## config.mk

```make
export PLATFORM = sky130hd
export DESIGN_NAME = flash_host_ctrl
export DESIGN_NICKNAME = d
export VERILOG_FILES = /design/src/core/flash_host_pkg.sv /design/src/core/flash_bus_cycle.sv /design/src/core/flash_host_ctrl.sv
export SDC_FILE = /design/constraint.sdc
export NUM_CORES = 1
export LEC_CHECK = 0
export ABC_CLOCK_PERIOD_IN_PS = 2100
export CAP_MARGIN = 20
export CORE_MARGIN = 4
export CORE_UTILIZATION = 30
export CTS_CLUSTER_DIAMETER = 30
export CTS_CLUSTER_SIZE = 10
export DETAILED_ROUTE_END_ITERATION = 12
export DONT_BUFFER_PORTS = 1
export SKIP_CTS_REPAIR_TIMING = 1
export SYNTH_ARGS = -nofsm -noshare
export SYNTH_HDL_FRONTEND = slang
export SYNTH_SLANG_ARGS = --single-unit
```

## constraint.sdc

```tcl
create_clock -name I_SYS_CLK -period 2.1 [get_ports I_SYS_CLK]
set_input_delay 0.105 -clock I_SYS_CLK [delete_from_list [all_inputs] [get_ports I_SYS_CLK]]
set_output_delay 0.105 -clock I_SYS_CLK [all_outputs]
set_load 0.02 [all_outputs]
```

## src/core/flash_host_pkg.sv

```systemverilog
// constants, register map and types shared by the flash host controller
// assumes a 100 MHz system clock and a x16 parallel flash on the far side
package flash_host_pkg;

    localparam int CLK_PERIOD_NS   = 10;
    localparam int T_SETUP_NS      = 20;
    localparam int T_WR_PULSE_NS   = 50;
    localparam int T_RD_ACCESS_NS  = 120;
    localparam int T_HOLD_NS       = 10;
    localparam int T_RST_PULSE_NS  = 500;
    localparam int T_POR_US        = 300;
    localparam int SYNC_STAGES     = 2;

    localparam logic [15:0] SETUP_CYC = 16'((T_SETUP_NS + CLK_PERIOD_NS - 1) / CLK_PERIOD_NS);
    localparam logic [15:0] WR_CYC    = 16'((T_WR_PULSE_NS + CLK_PERIOD_NS - 1) / CLK_PERIOD_NS);
    localparam logic [15:0] RD_CYC    =
        16'((T_RD_ACCESS_NS + CLK_PERIOD_NS - 1) / CLK_PERIOD_NS + SYNC_STAGES);
    localparam logic [15:0] HOLD_CYC  = 16'((T_HOLD_NS + CLK_PERIOD_NS - 1) / CLK_PERIOD_NS);
    localparam logic [15:0] RST_CYC   = 16'((T_RST_PULSE_NS + CLK_PERIOD_NS - 1) / CLK_PERIOD_NS);
    localparam int          POR_CYC_DEFAULT = (T_POR_US * 1000 + CLK_PERIOD_NS - 1) / CLK_PERIOD_NS;

    // register offsets on the software port
    localparam logic [7:0] REG_CTRL    = 8'h00;
    localparam logic [7:0] REG_ADDR    = 8'h04;
    localparam logic [7:0] REG_WDATA   = 8'h08;
    localparam logic [7:0] REG_OVL     = 8'h0c;
    localparam logic [7:0] REG_STATUS  = 8'h10;
    localparam logic [7:0] REG_RAW     = 8'h14;
    localparam logic [7:0] REG_DECODED = 8'h18;

    // status field positions
    localparam int ST_BUSY    = 0;
    localparam int ST_DONE    = 1;
    localparam int ST_ERR     = 2;
    localparam int ST_READY   = 3;
    localparam int ST_LOCKOUT = 4;
    localparam int ST_OVL_LSB = 8;

    // flash address and data layout
    localparam int SECTOR_LSB        = 16;
    localparam int CMD_PATTERN_MSB   = 10;
    localparam int ECC_PAGE_WORDS    = 16;
    localparam int ECC_PAGE_LSB      = 4;
    localparam int ECC_CODE_FIX_BIT  = 2;
    localparam int ECC_DATA_FIX_BIT  = 1;
    localparam int OVL_BIT           = 0;
    localparam int PASSWORD_WORDS    = 4;
    localparam int OTP_TOTAL_BYTES   = 1024;
    localparam int OTP_HALF_BYTES    = 512;
    localparam int OTP_WORDS         = OTP_TOTAL_BYTES / 2;

    typedef enum logic [2:0] {
        OVL_NONE, OVL_LOCK, OVL_PASSWORD, OVL_DYB, OVL_PPB, OVL_ECC, OVL_SECURE
    } overlay_t;

    typedef enum logic [2:0] {
        OP_NOP, OP_WRITE, OP_READ, OP_ENTER, OP_EXIT, OP_HWRESET
    } op_t;

    typedef enum logic [1:0] {
        CYC_WRITE, CYC_READ, CYC_RESET
    } cyc_t;

endpackage : flash_host_pkg

```

## src/core/flash_bus_cycle.sv

```systemverilog
// one flash pin cycle: write strobe, read strobe or hardware reset pulse
// assumes the caller holds i_start for one cycle only while idle
`timescale 1ns/1ns
`default_nettype none
module flash_bus_cycle
    import flash_host_pkg::*;
#(
    parameter int ADDR_W = 26,
    parameter int DATA_W = 16
) (
    input  wire logic              i_clk,
    input  wire logic              i_rst,
    input  wire logic              i_ce,
    input  wire logic              i_start,
    input  wire cyc_t              i_kind,
    input  wire logic [ADDR_W-1:0] i_addr,
    input  wire logic [DATA_W-1:0] i_wdata,
    input  wire logic [DATA_W-1:0] i_dq,
    output logic                   o_done,
    output logic [DATA_W-1:0]      o_rdata,
    output logic [ADDR_W-1:0]      o_addr,
    output logic [DATA_W-1:0]      o_dq,
    output logic                   o_dq_oe,
    output logic                   o_ce_n,
    output logic                   o_we_n,
    output logic                   o_oe_n,
    output logic                   o_reset_n
);

    typedef enum {S_IDLE, S_SETUP, S_STROBE, S_HOLD} cyc_state_t;

    cyc_state_t        state_q;
    cyc_t              kind_q;
    logic [15:0]       cnt_q;
    logic [DATA_W-1:0] dq_s1_q;
    logic [DATA_W-1:0] dq_s2_q;
    wire  logic [15:0] strobe_len;
    wire  logic        cnt_last;

    assign strobe_len = (kind_q == CYC_READ)  ? RD_CYC :
                        (kind_q == CYC_RESET) ? RST_CYC : WR_CYC;
    assign cnt_last   = (cnt_q == 16'h0001);

    always_ff @(posedge i_clk) begin
        if (i_rst) begin
            state_q   <= S_IDLE;
            kind_q    <= CYC_WRITE;
            cnt_q     <= 16'h0000;
            dq_s1_q   <= '0;
            dq_s2_q   <= '0;
            o_done    <= 1'b0;
            o_rdata   <= '0;
            o_addr    <= '0;
            o_dq      <= '0;
            o_dq_oe   <= 1'b0;
            o_ce_n    <= 1'b1;
            o_we_n    <= 1'b1;
            o_oe_n    <= 1'b1;
            o_reset_n <= 1'b1;
        end else if (i_ce) begin
            dq_s1_q <= i_dq;
            dq_s2_q <= dq_s1_q;
            o_done  <= 1'b0;
            case (state_q)
                S_IDLE: begin
                    if (i_start) begin
                        kind_q  <= i_kind;
                        o_addr  <= i_addr;
                        o_dq    <= i_wdata;
                        o_dq_oe <= (i_kind == CYC_WRITE);
                        o_ce_n  <= (i_kind == CYC_RESET);
                        cnt_q   <= SETUP_CYC;
                        state_q <= S_SETUP;
                    end
                end
                S_SETUP: begin
                    if (cnt_last) begin
                        o_we_n    <= (kind_q != CYC_WRITE);
                        o_oe_n    <= (kind_q != CYC_READ);
                        o_reset_n <= (kind_q != CYC_RESET);
                        cnt_q     <= strobe_len;
                        state_q   <= S_STROBE;
                    end else begin
                        cnt_q <= cnt_q - 16'h0001;
                    end
                end
                S_STROBE: begin
                    if (cnt_last) begin
                        if (kind_q == CYC_READ) begin
                            o_rdata <= dq_s2_q;
                        end
                        o_we_n    <= 1'b1;
                        o_oe_n    <= 1'b1;
                        o_reset_n <= 1'b1;
                        cnt_q     <= HOLD_CYC;
                        state_q   <= S_HOLD;
                    end else begin
                        cnt_q <= cnt_q - 16'h0001;
                    end
                end
                S_HOLD: begin
                    if (cnt_last) begin
                        o_ce_n  <= 1'b1;
                        o_dq_oe <= 1'b0;
                        o_done  <= 1'b1;
                        state_q <= S_IDLE;
                    end else begin
                        cnt_q <= cnt_q - 16'h0001;
                    end
                end
                default: begin
                    state_q <= S_IDLE;
                end
            endcase
        end
    end

    property p_we_pulse;
        @(posedge i_clk) disable iff (i_rst || !i_ce)
        $fell(o_we_n) |-> (!o_we_n)[*5] ##1 o_we_n;
    endproperty
    a_we_pulse: assert property (p_we_pulse) else $error("write strobe width wrong");

    property p_no_contention;
        @(posedge i_clk) disable iff (i_rst)
        !o_oe_n |-> !o_dq_oe && o_we_n;
    endproperty
    a_no_contention: assert property (p_no_contention) else $error("dq driven during read");

endmodule : flash_bus_cycle
`default_nettype wire

```

## src/core/flash_host_ctrl.sv

```systemverilog
// host controller for a parallel NOR flash: overlay reads, command writes, reset
// assumes software on a simple strobe port; flash pins and lockout pin are asynchronous
//
// Contract
// - host reads or programs the lock bit only at address zero; only reads are forced to zero, writes use REG_ADDR as set
// - host touches dynamic bits only at the sector's address zero; only reads are forced there, writes use REG_ADDR as set
// - ECC overlay entered from read mode; only status read and exit allowed
// - host holds chip select or output enable high through power-on
// - bad sequences give standby; else host sends reset command or pulse
`timescale 1ns/1ns
`default_nettype none
module flash_host_ctrl
    import flash_host_pkg::*;
#(
    parameter int ADDR_W      = 26,
    parameter int DATA_W      = 16,
    parameter int POR_CYCLES  = POR_CYC_DEFAULT
) (
    input  wire logic              I_SYS_CLK,
    input  wire logic              I_RST,
    input  wire logic              I_CE,
    input  wire logic [7:0]        I_ADDR,
    input  wire logic [31:0]       I_WDATA,
    input  wire logic              I_WE,
    input  wire logic              I_RE,
    output logic      [31:0]       O_RDATA,
    input  wire logic [DATA_W-1:0] I_FLASH_DQ,
    input  wire logic              I_SUPPLY_LOW,
    output logic      [ADDR_W-1:0] O_FLASH_ADDR,
    output logic      [DATA_W-1:0] O_FLASH_DQ,
    output logic                   O_FLASH_DQ_OE,
    output logic                   O_FLASH_CE_N,
    output logic                   O_FLASH_WE_N,
    output logic                   O_FLASH_OE_N,
    output logic                   O_FLASH_RESET_N
);

    localparam int POR_W = $clog2(POR_CYCLES + 1);

    typedef enum {T_POR, T_IDLE, T_WAIT} top_state_t;

    top_state_t        state_q;
    logic [POR_W-1:0]  por_cnt_q;
    logic [ADDR_W-1:0] addr_q;
    logic [DATA_W-1:0] wdata_q;
    overlay_t          tgt_ovl_q;
    overlay_t          act_ovl_q;
    overlay_t          raw_ovl_q;
    op_t               op_q;
    logic [DATA_W-1:0] raw_q;
    logic              done_q;
    logic              err_q;
    logic              lock_s1_q;
    logic              lock_s2_q;
    logic              eng_start_q;
    cyc_t              eng_kind_q;
    logic [ADDR_W-1:0] eng_addr_q;
    logic              eng_done;
    logic [DATA_W-1:0] eng_rdata;

    // read address as the overlay in force wants it
    function automatic logic [ADDR_W-1:0] rd_addr_f(input overlay_t ovl,
                                                    input logic [ADDR_W-1:0] a);
        logic [ADDR_W-1:0] r;
        r = a;
        case (ovl)
            OVL_LOCK:         r = '0;
            OVL_DYB, OVL_PPB: r[SECTOR_LSB-1:0] = '0;
            OVL_ECC:          r[ECC_PAGE_LSB-1:0] = '0;
            default:          r = a;
        endcase
        return r;
    endfunction : rd_addr_f

    wire logic        wr_ctrl    = I_WE && (I_ADDR == REG_CTRL);
    wire logic        wr_status  = I_WE && (I_ADDR == REG_STATUS);
    wire op_t         op_w       = op_t'(I_WDATA[2:0]);
    wire logic        op_valid   = (op_w != OP_NOP) && (I_WDATA[2:0] <= 3'(OP_HWRESET));
    wire logic        op_is_wr   = (op_w == OP_WRITE) || (op_w == OP_ENTER) ||
                                   (op_w == OP_EXIT);
    wire logic [SECTOR_LSB-1:0] sec_off = addr_q[SECTOR_LSB-1:0];
    wire logic        pw_bad     = (act_ovl_q == OVL_PASSWORD) &&
                                   (addr_q >= ADDR_W'(PASSWORD_WORDS));
    wire logic        otp_bad    = (act_ovl_q == OVL_SECURE) &&
                                   (sec_off >= SECTOR_LSB'(OTP_WORDS));
    wire logic        ecc_bad    = (act_ovl_q == OVL_ECC) &&
                                   (op_w != OP_READ) && (op_w != OP_EXIT);
    wire logic        enter_bad  = (op_w == OP_ENTER) && (tgt_ovl_q == OVL_ECC) &&
                                   (act_ovl_q != OVL_NONE);
    wire logic        refuse     = !op_valid || (state_q != T_IDLE) ||
                                   (op_is_wr && lock_s2_q) ||
                                   ((op_w == OP_READ) && (pw_bad || otp_bad)) ||
                                   ecc_bad || enter_bad;
    wire logic        launch     = wr_ctrl && !refuse;
    wire cyc_t        kind_w     = (op_w == OP_READ)    ? CYC_READ :
                                   (op_w == OP_HWRESET) ? CYC_RESET : CYC_WRITE;
    wire logic [ADDR_W-1:0] start_addr = (op_w == OP_READ) ?
                                   rd_addr_f(act_ovl_q, addr_q) : addr_q;
    wire logic        fin        = (state_q == T_WAIT) && eng_done;
    wire logic        bit_ovl    = (raw_ovl_q == OVL_LOCK) || (raw_ovl_q == OVL_DYB) ||
                                   (raw_ovl_q == OVL_PPB);

    wire logic [31:0] status_w;
    wire logic [31:0] decoded_w;
    wire logic [31:0] rd_mux;

    assign status_w = (32'(act_ovl_q) << ST_OVL_LSB) |
                      (32'(lock_s2_q) << ST_LOCKOUT) |
                      (32'(state_q != T_POR) << ST_READY) |
                      (32'(err_q) << ST_ERR) |
                      (32'(done_q) << ST_DONE) |
                      (32'(state_q == T_WAIT) << ST_BUSY);

    // only the bits the overlay defines are passed; the rest reads as zero
    assign decoded_w = bit_ovl ? (32'(raw_q[OVL_BIT]) << OVL_BIT) :
                       (raw_ovl_q == OVL_ECC) ?
                       ((32'(raw_q[ECC_CODE_FIX_BIT]) << ECC_CODE_FIX_BIT) |
                        (32'(raw_q[ECC_DATA_FIX_BIT]) << ECC_DATA_FIX_BIT)) :
                       32'h0000_0000;

    assign rd_mux = (I_ADDR == REG_ADDR)    ? 32'(addr_q)    :
                    (I_ADDR == REG_WDATA)   ? 32'(wdata_q)   :
                    (I_ADDR == REG_OVL)     ? 32'(tgt_ovl_q) :
                    (I_ADDR == REG_STATUS)  ? status_w       :
                    (I_ADDR == REG_RAW)     ? 32'(raw_q)     :
                    (I_ADDR == REG_DECODED) ? decoded_w      : 32'h0000_0000;

    // lockout pin crosses into the clock domain
    always_ff @(posedge I_SYS_CLK) begin
        if (I_RST) begin
            lock_s1_q <= 1'b0;
            lock_s2_q <= 1'b0;
        end else if (I_CE) begin
            lock_s1_q <= I_SUPPLY_LOW;
            lock_s2_q <= lock_s1_q;
        end
    end

    always_ff @(posedge I_SYS_CLK) begin
        if (I_RST) begin
            O_RDATA <= 32'h0000_0000;
            addr_q    <= '0;
            wdata_q   <= '0;
            tgt_ovl_q <= OVL_NONE;
        end else if (I_CE) begin
            O_RDATA <= I_RE ? rd_mux : 32'h0000_0000;
            if (I_WE && (I_ADDR == REG_ADDR)) begin
                addr_q <= I_WDATA[ADDR_W-1:0];
            end
            if (I_WE && (I_ADDR == REG_WDATA)) begin
                wdata_q <= I_WDATA[DATA_W-1:0];
            end
            if (I_WE && (I_ADDR == REG_OVL)) begin
                tgt_ovl_q <= overlay_t'(I_WDATA[2:0]);
            end
        end
    end

    // sticky flags: a new event beats a clear in the same cycle
    always_ff @(posedge I_SYS_CLK) begin
        if (I_RST) begin
            done_q <= 1'b0;
            err_q  <= 1'b0;
        end else if (I_CE) begin
            done_q <= fin || (done_q && !(wr_status && I_WDATA[ST_DONE]));
            err_q  <= (wr_ctrl && refuse) || (err_q && !(wr_status && I_WDATA[ST_ERR]));
        end
    end

    always_ff @(posedge I_SYS_CLK) begin
        if (I_RST) begin
            state_q     <= T_POR;
            por_cnt_q   <= '0;
            op_q        <= OP_NOP;
            act_ovl_q   <= OVL_NONE;
            raw_ovl_q   <= OVL_NONE;
            raw_q       <= '0;
            eng_start_q <= 1'b0;
            eng_kind_q  <= CYC_WRITE;
            eng_addr_q  <= '0;
        end else if (I_CE) begin
            eng_start_q <= 1'b0;
            case (state_q)
                T_POR: begin
                    // pins stay idle and high until the device has finished power-on
                    if (por_cnt_q == POR_W'(POR_CYCLES)) begin
                        state_q <= T_IDLE;
                    end else begin
                        por_cnt_q <= por_cnt_q + 1'b1;
                    end
                end
                T_IDLE: begin
                    if (launch) begin
                        op_q        <= op_w;
                        eng_start_q <= 1'b1;
                        eng_kind_q  <= kind_w;
                        eng_addr_q  <= start_addr;
                        state_q     <= T_WAIT;
                    end
                end
                T_WAIT: begin
                    if (eng_done) begin
                        state_q <= T_IDLE;
                        case (op_q)
                            OP_ENTER: act_ovl_q <= tgt_ovl_q;
                            OP_EXIT, OP_HWRESET: act_ovl_q <= OVL_NONE;
                            OP_READ: begin
                                raw_q     <= eng_rdata;
                                raw_ovl_q <= act_ovl_q;
                            end
                            default: act_ovl_q <= act_ovl_q;
                        endcase
                    end
                end
                default: begin
                    state_q <= T_IDLE;
                end
            endcase
        end
    end

    flash_bus_cycle #(
        .ADDR_W (ADDR_W),
        .DATA_W (DATA_W)
    ) u_cycle (
        .i_clk     (I_SYS_CLK),
        .i_rst     (I_RST),
        .i_ce      (I_CE),
        .i_start   (eng_start_q),
        .i_kind    (eng_kind_q),
        .i_addr    (eng_addr_q),
        .i_wdata   (wdata_q),
        .i_dq      (I_FLASH_DQ),
        .o_done    (eng_done),
        .o_rdata   (eng_rdata),
        .o_addr    (O_FLASH_ADDR),
        .o_dq      (O_FLASH_DQ),
        .o_dq_oe   (O_FLASH_DQ_OE),
        .o_ce_n    (O_FLASH_CE_N),
        .o_we_n    (O_FLASH_WE_N),
        .o_oe_n    (O_FLASH_OE_N),
        .o_reset_n (O_FLASH_RESET_N)
    );

    property p_por_quiet;
        @(posedge I_SYS_CLK) disable iff (I_RST)
        (state_q == T_POR) |-> O_FLASH_CE_N && O_FLASH_OE_N && O_FLASH_WE_N;
    endproperty
    a_por_quiet: assert property (p_por_quiet) else $error("pins active in power-on");

    property p_lockout_write;
        @(posedge I_SYS_CLK) disable iff (I_RST)
        (eng_start_q && eng_kind_q == CYC_WRITE) |-> !$past(lock_s2_q);
    endproperty
    a_lockout_write: assert property (p_lockout_write) else $error("write under lockout");

    property p_lock_addr;
        @(posedge I_SYS_CLK) disable iff (I_RST)
        (eng_start_q && eng_kind_q == CYC_READ && act_ovl_q == OVL_LOCK) |-> eng_addr_q == '0;
    endproperty
    a_lock_addr: assert property (p_lock_addr) else $error("lock read not at zero");

    property p_dyb_addr;
        @(posedge I_SYS_CLK) disable iff (I_RST)
        (eng_start_q && eng_kind_q == CYC_READ && (act_ovl_q == OVL_DYB ||
         act_ovl_q == OVL_PPB)) |-> eng_addr_q[SECTOR_LSB-1:0] == '0;
    endproperty
    a_dyb_addr: assert property (p_dyb_addr) else $error("bit read off sector base");

    property p_ecc_page;
        @(posedge I_SYS_CLK) disable iff (I_RST)
        (eng_start_q && act_ovl_q == OVL_ECC) |->
            eng_addr_q[ECC_PAGE_LSB-1:0] == '0 || eng_kind_q != CYC_READ;
    endproperty
    a_ecc_page: assert property (p_ecc_page) else $error("ECC read not page aligned");

    property p_ecc_ops;
        @(posedge I_SYS_CLK) disable iff (I_RST)
        (eng_start_q && act_ovl_q == OVL_ECC) |-> (op_q == OP_READ || op_q == OP_EXIT);
    endproperty
    a_ecc_ops: assert property (p_ecc_ops) else $error("illegal op in ECC overlay");

    property p_pw_range;
        @(posedge I_SYS_CLK) disable iff (I_RST)
        (eng_start_q && eng_kind_q == CYC_READ && act_ovl_q == OVL_PASSWORD) |->
            eng_addr_q < ADDR_W'(PASSWORD_WORDS);
    endproperty
    a_pw_range: assert property (p_pw_range) else $error("password read out of range");

    property p_exit;
        @(posedge I_SYS_CLK) disable iff (I_RST || !I_CE)
        (fin && op_q == OP_EXIT) |=> act_ovl_q == OVL_NONE ##1 act_ovl_q == OVL_NONE;
    endproperty
    a_exit: assert property (p_exit) else $error("overlay kept after exit");

    property p_rdata_slot;
        @(posedge I_SYS_CLK) disable iff (I_RST || !I_CE)
        !I_RE |=> O_RDATA == 32'h0000_0000;
    endproperty
    a_rdata_slot: assert property (p_rdata_slot) else $error("read data outside slot");

endmodule : flash_host_ctrl
`default_nettype wire

```

==> impl_results.md, run 1 <==
* Status: finished, violations left
* Failing checks: hold timing
* Worst-path cell chain: inv_1 > ha_1 > and4b_1 > nand4_1 > nand2_1 > nand2_1 > a21oi_1 > dlygate4sd3_1
* CP max stage cell: dlygate4sd3_1
* Clock latency on the worst-skew pair at ~0.56 ns
* Synth unique cells at 68
* Largest stage delay on the critical path at 0.57 ns
* Final Cell Area at 0.01469 mm2
* Buffers on Ports at 0
* Clock transition at path regs at 0.04 ns
* Sequential area share after synthesis at 0.4735
* Worst r2r src: por_cnt_q[0]$_SDFFE_PP0P_
* Gr ovfl total at 0
* Largest net degree at the start of global routing at 216
* Final setup violation count at 0
* Clock skew at 0.02732 ns
* FMAX at 0.4945 GHz
* Post-Place Cells at about 1,800
* Worst Hold Class: in2reg
* RePlAce Congestion at 0.8643
* Pwr Density at 926.5 mW/mm2
* Routed vias at 9,883
* First-pass GRT wire length at 49,830 um
* Tot GR Track Use at 0.1501
* Setup TNS at 0 ns
* Async SR Flop Fraction at 0
* Hold WS at -0.3572 ns
* Top-Level Pins at 141
* R2R depth at 8
* Area after DPL at 0.01172 mm2
* FF+latch area at 0.005248 mm2
* Maximum vdd ir drop at 594.8 uV
* Warning count from the yosys run at 0
* Worst slack, placed at -0.01558 ns
* Final setup margin at 0.07755 ns
* Netlist Area Pre-Place at 0.01108 mm2
* CP most frequent cell: nand2_1
* Share of layout cells above drive strength 1 at 0.1188
* 1st-iter DRT viols at around 590
* Core Area at around 0.037 mm2
* Fin cells at 1,966
* ANT cells at 0
* Fin crit period at slightly above 2 ns
* Worst-margin pin slew at 0.8916 ns
* Post-DP HPWL at 22,070 um
* Multi-input gate area at 0.005410 mm2
* Std cell rows at 70
* Wire per inst at approximately 17 um
* Layout area overhead at 32.59%
* Number of fillers in the final layout at approximately 3,600
* Mapped Avg Cell Area at 8.392 um2
* Detailed Route WL at 33,340 um
* Clock buffer depth at 3
* Post-synth EDFFs at 0
* Final slew viol count at 0
* Starting Density at 0.3033
* CTS tree: done
* Total CTS buffers at 55
* Final Power at 13.61 mW
* Chip Width at 200.2 um
* Full die area at 0.04006 mm2
* Routed Antenna Nets at 0
* Pleak at just under 6 nW
* CTS root buf: clkbuf_16
* R2R setup slack at around 0.078 ns
* CP required at between 2 and 3 ns
* Worst r2r dst: por_cnt_q[1]$_SDFFE_PP0P_
* Max_cap viols at 0
* Pre-antenna DRT Iters at 5
* CP startpoint kind: register
* Initial antenna violation count at 0
* Worst Path Max Fanout at 5
* Crit path DAT at roughly 2.5 ns
* Ys flop type: dfxtp_1
* Slew headroom at 0.4036
* Die height at 200.2 um
* Worst Hold End: u_cycle.o_addr[14]$_SDFFE_PP0P_
* Synth Register Bits at 262
* Hold Fails Final Rpt at 118
* Hold Path Origin: I_RST
* WHS Path Cells at 1
* # DRC at 0
* Nets at 1,528
* Fin crit share at 0.9631
* Vias per cell at approximately 5.0
* Clock Sinks at between 200 and 300
* Number of global-route vias before repair at 9,123
* Final design utilization at 0.4021
* Crit. End Element: register
* Kind of critical path: reg2reg
* CTS HTree Levels at 2
* Most frequent cells in the layout: nand2_1 (297), dfxtp_1 (260), a21oi_1 (156)
* Mapped Cells at about 1,300
* Most common cell after layout, fill and taps aside: nand2_1
routing by layer:
| layer | up-vias | track usage | share of wire |
|---|---|---|---|
| li1 | 4813 | - | - |
| met1 | 4710 | 0.1770 | 0.41 |
| met2 | 279 | 0.2471 | 0.46 |
| met3 | 81 | 0.06589 | 0.099 |
| met5 | - | 0 | 0 |
| met4 | 0 | 0.04795 | 0.028 |
critical path: cells and delay by family (launching register included):
kind / cells / cell delay (ns)
simple gates: 4 / 0.70
compound gates: 1 / 0.14
flops: 1 / 0.31
fa+ha+maj: 1 / 0.15
buf+inv: 2 / 0.67
layout make-up:
type                            count  share of cell area
Sequential cell                   262              0.3573
Inverter                           25            0.006389
Tap cell                          468             0.03987
Clock inverter                     30             0.02104
Clock buffer                       72              0.1028
Multi-Input combinational cell    947              0.3684
Timing Repair Buffer              162              0.1042
synthesized netlist by cell type, types with 13 or more instances:
cell,number,area share
nand2_1,297,0.10
dfxtp_1,262,0.47
a21oi_1,157,0.071
nor2_1,116,0.039
mux2i_1,91,0.082
clkbuf_1,62,0.021
inv_1,24,0.0081
o21ai_0,23,0.010
nor4_1,21,0.012
nand3_1,19,0.0086
nor3_1,16,0.0072
a22oi_1,14,0.0095
buf_2,13,0.0059
ha_1,13,0.015
where the power goes:
group          internal [mW]  total [mW]  switching [mW]  leakage (nW)
Combinational          0.129       0.261           0.133          2.91
Sequential              5.02        5.04          0.0203          2.12
Clock                   5.54        8.30            2.77         0.880
registers in the layout (all words and copies together), names as in the netlist, 15 cells and up:
register,cells
O_RDATA,26
addr_q,26
eng_addr_q,26
por_cnt_q,15
raw_q,16
u_cycle.cnt_q,16
u_cycle.dq_s1_q,16
u_cycle.dq_s2_q,16
u_cycle.o_addr,26
u_cycle.o_dq,16
u_cycle.o_rdata,16
wdata_q,16
kinds of logic after synthesis:
logic type / after synthesis / synth area share
mux: 93 / 0.08426
simple gates: 554 / 0.2264
flops: 262 / 0.4735
xor+xnor: 12 / 0.009488
other cells: 1 / 0.0003385
compound gates: 269 / 0.1463
buf+inv: 116 / 0.04507
fa+ha+maj: 13 / 0.01468
worst max-delay path by stage:
| stage | from | to | cells past startpoint |
|---|---|---|---|
| 6_report | por_cnt_q[0]$_SDFFE_PP0P_ | por_cnt_q[1]$_SDFFE_PP0P_ | 8 |
| 2_1_floorplan | u_cycle.state_q[1]$_SDFFE_PP0P_ | u_cycle.cnt_q[12]$_SDFFE_PP0P_ | 9 |
| 3_3_place_gp | addr_q[12]$_SDFFE_PP0P_ | eng_addr_q[12]$_SDFFE_PP0P_ | 8 |
| 4_1_cts | u_cycle.state_q[0]$_SDFFE_PP0P_ | u_cycle.cnt_q[2]$_SDFFE_PP0P_ | 8 |
| 5_1_grt | u_cycle.state_q[0]$_SDFFE_PP0P_ | u_cycle.cnt_q[2]$_SDFFE_PP0P_ | 8 |
| 3_5_place_dp | u_cycle.state_q[0]$_SDFFE_PP0P_ | u_cycle.cnt_q[2]$_SDFFE_PP0P_ | 8 |
No activity file was read; power rests on OpenSTA's default activity.
==> run 2, diff against run 1 <==
- CORE_MARGIN: 4 -> unset
- CTS_BUF_LIST: unset -> sky130_fd_sc_hd__clkbuf_8 sky130_fd_sc_hd__clkbuf_16
==> run 2 against run 1 <==
  * The flow still finishes with violations (hold timing)
  * Die area decreased by 5.9%
  * Combinational power grew 5%
  * Sequential power is essentially flat
  * Total power up 3.3%
  * Sequential cell count is the same
  * Cell area rose by 1.3%
  * Clock power rose by 5.3%
  * First-iteration DRC count grew 1.2%
  * Count of clock-buffer cells in the layout down 12
  * Worst setup slack worse by 0.024 ns
  * Fmax fell by 1.2%
  * Utilization is 0.62 points higher
  * Critical endpoint is now eng_addr_q[17]$_SDFFE_PP0P_
  * Largest cell class unchanged
==> impl_results.md, run 2 (synthesized netlist as in run 1, its figures left out) <==
* Clock latency on the worst-skew pair at 0.56 ns
* Final Power at 14.05 mW
* Largest stage delay on the critical path at around 0.31 ns
* Setup TNS at 0 ns
* Starting Density at 0.3040
* CTS root buf: clkbuf_16
* Fin cells at 1,973
* Maximum vdd ir drop at around 570 uV
* Crit path DAT at 2.48 ns
* Full die area at approximately 0.038 mm2
* Gr ovfl total at 0
* Chip Width at roughly 190 um
* Pre-antenna DRT Iters at 5
* Pwr Density at 944.4 mW/mm2
* Largest net degree at the start of global routing at about 220
* CTS HTree Levels at 2
* CP max stage cell: nor4_1
* CP required at 2.53 ns
* Top-Level Pins at 141
* Detailed Route WL at 32,850 um
* Status: finished, violations left
* 1st-iter DRT viols at 596
* Fin crit period at between 2 and 2.5 ns
* Slew headroom at 0.3493
* Routed vias at roughly 10,000
* Std cell rows at 70
* Final setup violation count at 0
* Post-Place Cells at 1,753
* Area after DPL at 0.01171 mm2
* Wire per inst at 16.65 um
* Routed Antenna Nets at 0
* Layout area overhead at 34.32%
* Fin crit share at 0.9746
* CP most frequent cell: buf_4
* Post-DP HPWL at 21,470 um
* Vias per cell at around 5.0
* Tot GR Track Use at 0.1581
* Failing checks: hold timing
* Clock transition at path regs at roughly 0.050 ns
* Clock skew at about 0.027 ns
* Crit. End Element: register
* Hold WS at -0.3789 ns
* Most frequent cells in the layout: nand2_1 (297), dfxtp_1 (260), a21oi_1 (156)
* Final slew viol count at 0
* Pleak at slightly above 6 nW
* Max_cap viols at 0
* CTS tree: done
* # DRC at 0
* Clock buffer depth at 3
* RePlAce Congestion at about 0.9
* FMAX at 0.4886 GHz
* Nets at 1,536
* Top delay family on crit path: simple AND/OR/NAND/NOR gates
* CP startpoint kind: register
* Share of layout cells above drive strength 1 at 0.1177
* Die height at 194.2 um
* Worst Path Max Fanout at 13
* Final Cell Area at between 0.01 and 0.015 mm2
* Worst-path cell chain: nor4_1 > nand3_1 > o31ai_1 > buf_4 > nand4_1 > buf_4 > clkbuf_16 > mux2i_1
* Number of global-route vias before repair at 8,782
* CP bufs+invs at 3
* Kind of critical path: reg2reg
* Hold Fails Final Rpt at roughly 120
* Buffers on Ports at 0
* Most common cell after layout, fill and taps aside: nand2_1
* Core Area at 0.03643 mm2
* Initial antenna violation count at 0
* Total CTS buffers at 53
* Worst-margin pin slew at 0.9729 ns
* Worst Hold Class: in2reg
* First-pass GRT wire length at 48,020 um
* Clock Sinks at 262
[run 2: cell count changes in the layout (fill, tap and decap cells not counted), sizes merged]
| cell | before | now |
|---|---|---|
| bufinv | 4 | 9 |
| clkbuf | 72 | 61 |
| clkinv | 17 | 13 |
| clkinvlp | 7 | 6 |
| diode | 0 | 1 |
| dlygate4sd3 | 109 | 118 |
| inv | 27 | 35 |
[run 2: cell type report]
| type | instances | area (um2) |
|---|---|---|
| diodes | 1 | 2.502 |
| clock buffers | 60 | 1434 |
| clock inverters | 38 | 465.4 |
| fillers | 3649 | 21560 |
| inverters | 25 | 93.84 |
| multi-input cells | 947 | 5408 |
| flip-flops and latches | 262 | 5248 |
| well taps | 468 | 585.6 |
| repair buffers | 172 | 1642 |
[run 2: final timing paths]
check	from	to	slack (ns)	depth (start not counted)
worst min-delay path	I_RST	u_cycle.o_dq[10]$_SDFFE_PP0P_	-0.38	1
worst min register to register	u_cycle.o_rdata[4]$_SDFFE_PP0P_	u_cycle.o_rdata[4]$_SDFFE_PP0P_	0.45	2
worst max-delay path	addr_q[18]$_SDFFE_PP0P_	eng_addr_q[17]$_SDFFE_PP0P_	0.05	8
worst max register to register	addr_q[18]$_SDFFE_PP0P_	eng_addr_q[17]$_SDFFE_PP0P_	0.05	8
[run 2: power breakdown]
| part | internal (mW) | leakage, nW | switching, mW |
|---|---|---|---|
| sequential | 5.02 | 2.12 | 0.0210 |
| clock | 5.98 | 0.948 | 2.76 |
| combinational | 0.135 | 2.97 | 0.138 |
[run 2: worst reg2reg max path, cell delays in order (launching register included)]
cell and delay [ns]:
dfxtp_1 0.30, nor4_1 0.31, nand3_1 0.23, o31ai_1 0.28
buf_4 0.18, nand4_1 0.11, buf_4 0.20, clkbuf_16 0.19
mux2i_1 0.13
[run 2: stage by stage]
stage            util  setup slack (ns)
2_1_floorplan       -           0.02277
3_3_place_gp   0.3214           0.09356
3_5_place_dp   0.3214           0.05169
4_1_cts        0.3735           0.04212
5_1_grt        0.4083          -0.02714
6_report       0.4083           0.05343
[run 2: routing by layer]
layer / part of all wire / routed length [um] / track usage / up-vias
li1: - / - / - / 4844
met1: 0.44 / 14370 / 0.2005 / 4654
met2: 0.46 / 14960 / 0.2491 / 276
met3: 0.087 / 2846 / 0.05844 / 52
met4: 0.019 / 615 / 0.04674 / 2
met5: 0.0016 / 53 / 0 / -
==> run 3, diff against run 2 <==
- CORE_ASPECT_RATIO: unset -> 0.6
- PLACE_DENSITY: unset -> 0.5
==> run 3 against run 2 <==
  * The run still ends with hold timing left
  * Utilization fell by 0.052 points
  * Cell area decreased by 0.36%
  * Routed wire length up 5.5%
  * Critical endpoint is now u_cycle.cnt_q[2]$_SDFFE_PP0P_
  * Worst setup slack improved by 0.022 ns
  * Total power is 12% lower
  * Sequential power hardly changed
  * Cell count increased by 1.2%
  * Sequential cell count unchanged
  * Global-route usage rose by 1.2 points
==> impl_results.md, run 3 (synthesized netlist as in run 1, its figures left out) <==
* Worst-margin pin slew at roughly 0.59 ns
* Clock skew at 0.01498 ns
* # DRC at 0
* Max_cap viols at 0
* Setup TNS at 0 ns
* Pleak at roughly 6.0 nW
* CTS tree: done
* Detailed Route WL at 34,660 um
* ANT cells at 0
* Layout area overhead at 33.83%
* Std cell rows at between 50 and 60
* RePlAce Congestion at 0.8321
* Pwr Density at 836.7 mW/mm2
* Worst Path Max Fanout at 6
* Maximum vdd ir drop at 630.2 uV
* Gr ovfl total at 0
* Crit path DAT at approximately 2.5 ns
* CTS root buf: clkbuf_16
* Die height at 150.8 um
* Fin cells at 1,997
* Fin crit share at 0.9643
* Initial antenna violation count at 0
* Pre-antenna DRT Iters at 5
* First-pass GRT wire length at 50,490 um
* Kind of critical path: reg2reg
* Full die area at between 0.03 and 0.04 mm2
* Wire per inst at 17.36 um
* Fin crit period at 2.025 ns
* Routed vias at 9,963
* Clock buffer depth at 3
* Total CTS buffers at 42
* Share of layout cells above drive strength 1 at 0.1144
* Most frequent cells in the layout: nand2_1 (297), dfxtp_1 (260), a21oi_1 (156)
* Number of fillers in the final layout at roughly 3,700
* Hold WS at -0.3396 ns
* Status: finished, violations left
* Top-Level Pins at 141
* Vias per cell at 4.989
* CP startpoint kind: register
* Failing checks: hold timing
* FMAX at 0.4938 GHz
* Slew headroom at 0.6085
* Tot GR Track Use at 0.1701
* CTS HTree Levels at 2
* Post-Place Cells at 1,779
* Starting Density at 0.3047
* Final setup violation count at 0
* Clock transition at path regs at approximately 0.050 ns
* Crit. End Element: register
* Clock Sinks at 262
* Largest net degree at the start of global routing at between 200 and 250
* Buffers on Ports at 0
* Number of global-route vias before repair at 8,960
* Most common cell after layout, fill and taps aside: nand2_1
* Final slew viol count at 0
* CP required at 2.53 ns
* Chip Width at 250.1 um
* Core Area at 0.03635 mm2
* Clock latency on the worst-skew pair at 0.53 ns
* Final design utilization at 0.4078
* Routed Antenna Nets at 0
* Worst Hold Class: in2reg
* 1st-iter DRT viols at 567
* Post-DP HPWL at 22,460 um
* Nets at 1,568
* Hold Fails Final Rpt at 113
## run 3: cell types whose count changed in the layout (fill, tap and decap cells not counted), moves of 2 or more
cell / previous run / this run
dfxtp_2: 2 / 0
clkbuf_8: 6 / 4
dlygate4sd3_1: 118 / 142
buf_4: 50 / 66
inv_1: 32 / 30
clkinv_2: 8 / 6
clkbuf_16: 55 / 43
buf_12: 3 / 5
clkinvlp_4: 6 / 2
buf_6: 0 / 2
dfxtp_4: 0 / 2
bufinv_16: 9 / 6
## run 3: cell type report
| class | instances | area [um2] | area share |
|---|---|---|---|
| Sequential cell | 262 | 5253 | 0.3543 |
| Multi-Input combinational cell | 947 | 5420 | 0.3656 |
| Tap cell | 476 | 595.6 | 0.04018 |
| Inverter | 25 | 93.84 | 0.006330 |
| Clock buffer | 47 | 1131 | 0.07630 |
| Timing Repair Buffer | 215 | 2039 | 0.1376 |
| Clock inverter | 25 | 291.5 | 0.01967 |
## run 3: worst max-delay path, cell delays in order, from the launching register on
cell	delay, ns
dfxtp_4	0.36
inv_1	0.06
ha_1	0.19
or3_4	0.39
o211ai_1	0.36
a21o_1	0.18
buf_6	0.13
a21oi_1	0.05
o32ai_1	0.21
## run 3: where the power goes
part	total (mW)	internal [mW]	switching [mW]
Clock	7.03	4.58	2.45
Combinational	0.335	0.183	0.152
Sequential	5.03	5.01	0.0223
## run 3: path summary, 6_finish.rpt
| kind | from | to | slack (ns) | depth (start not counted) |
|---|---|---|---|---|
| worst max-delay path | u_cycle.state_q[1]$_SDFFE_PP0P_ | u_cycle.cnt_q[2]$_SDFFE_PP0P_ | 0.08 | 8 |
| worst min-delay path | I_RST | u_cycle.o_addr[24]$_SDFFE_PP0P_ | -0.34 | 1 |
| worst max register to register | u_cycle.state_q[1]$_SDFFE_PP0P_ | u_cycle.cnt_q[2]$_SDFFE_PP0P_ | 0.08 | 8 |
| worst min register to register | eng_addr_q[21]$_SDFFE_PP0P_ | u_cycle.o_addr[21]$_SDFFE_PP0P_ | 0.44 | 2 |
## run 3: layer usage
metal	vias to the layer above	share of wire	global-route usage
met4	0	0.017	0.04693
met1	4793	0.48	0.2387
met5	-	0	0
met3	51	0.059	0.04554
met2	227	0.44	0.2557
li1	4892	-	-
## run 3: per-stage QoR
step	area [um2]	total power [mW]	worst slack [ns]
after floorplan	11100	5.368	0.02277
after global placement	11870	5.323	-0.06060
after detailed placement	11870	5.326	-0.1408
after CTS	13290	12.39	-0.1875
after global routing	14820	12.77	-0.02417
final	14820	12.40	0.07506
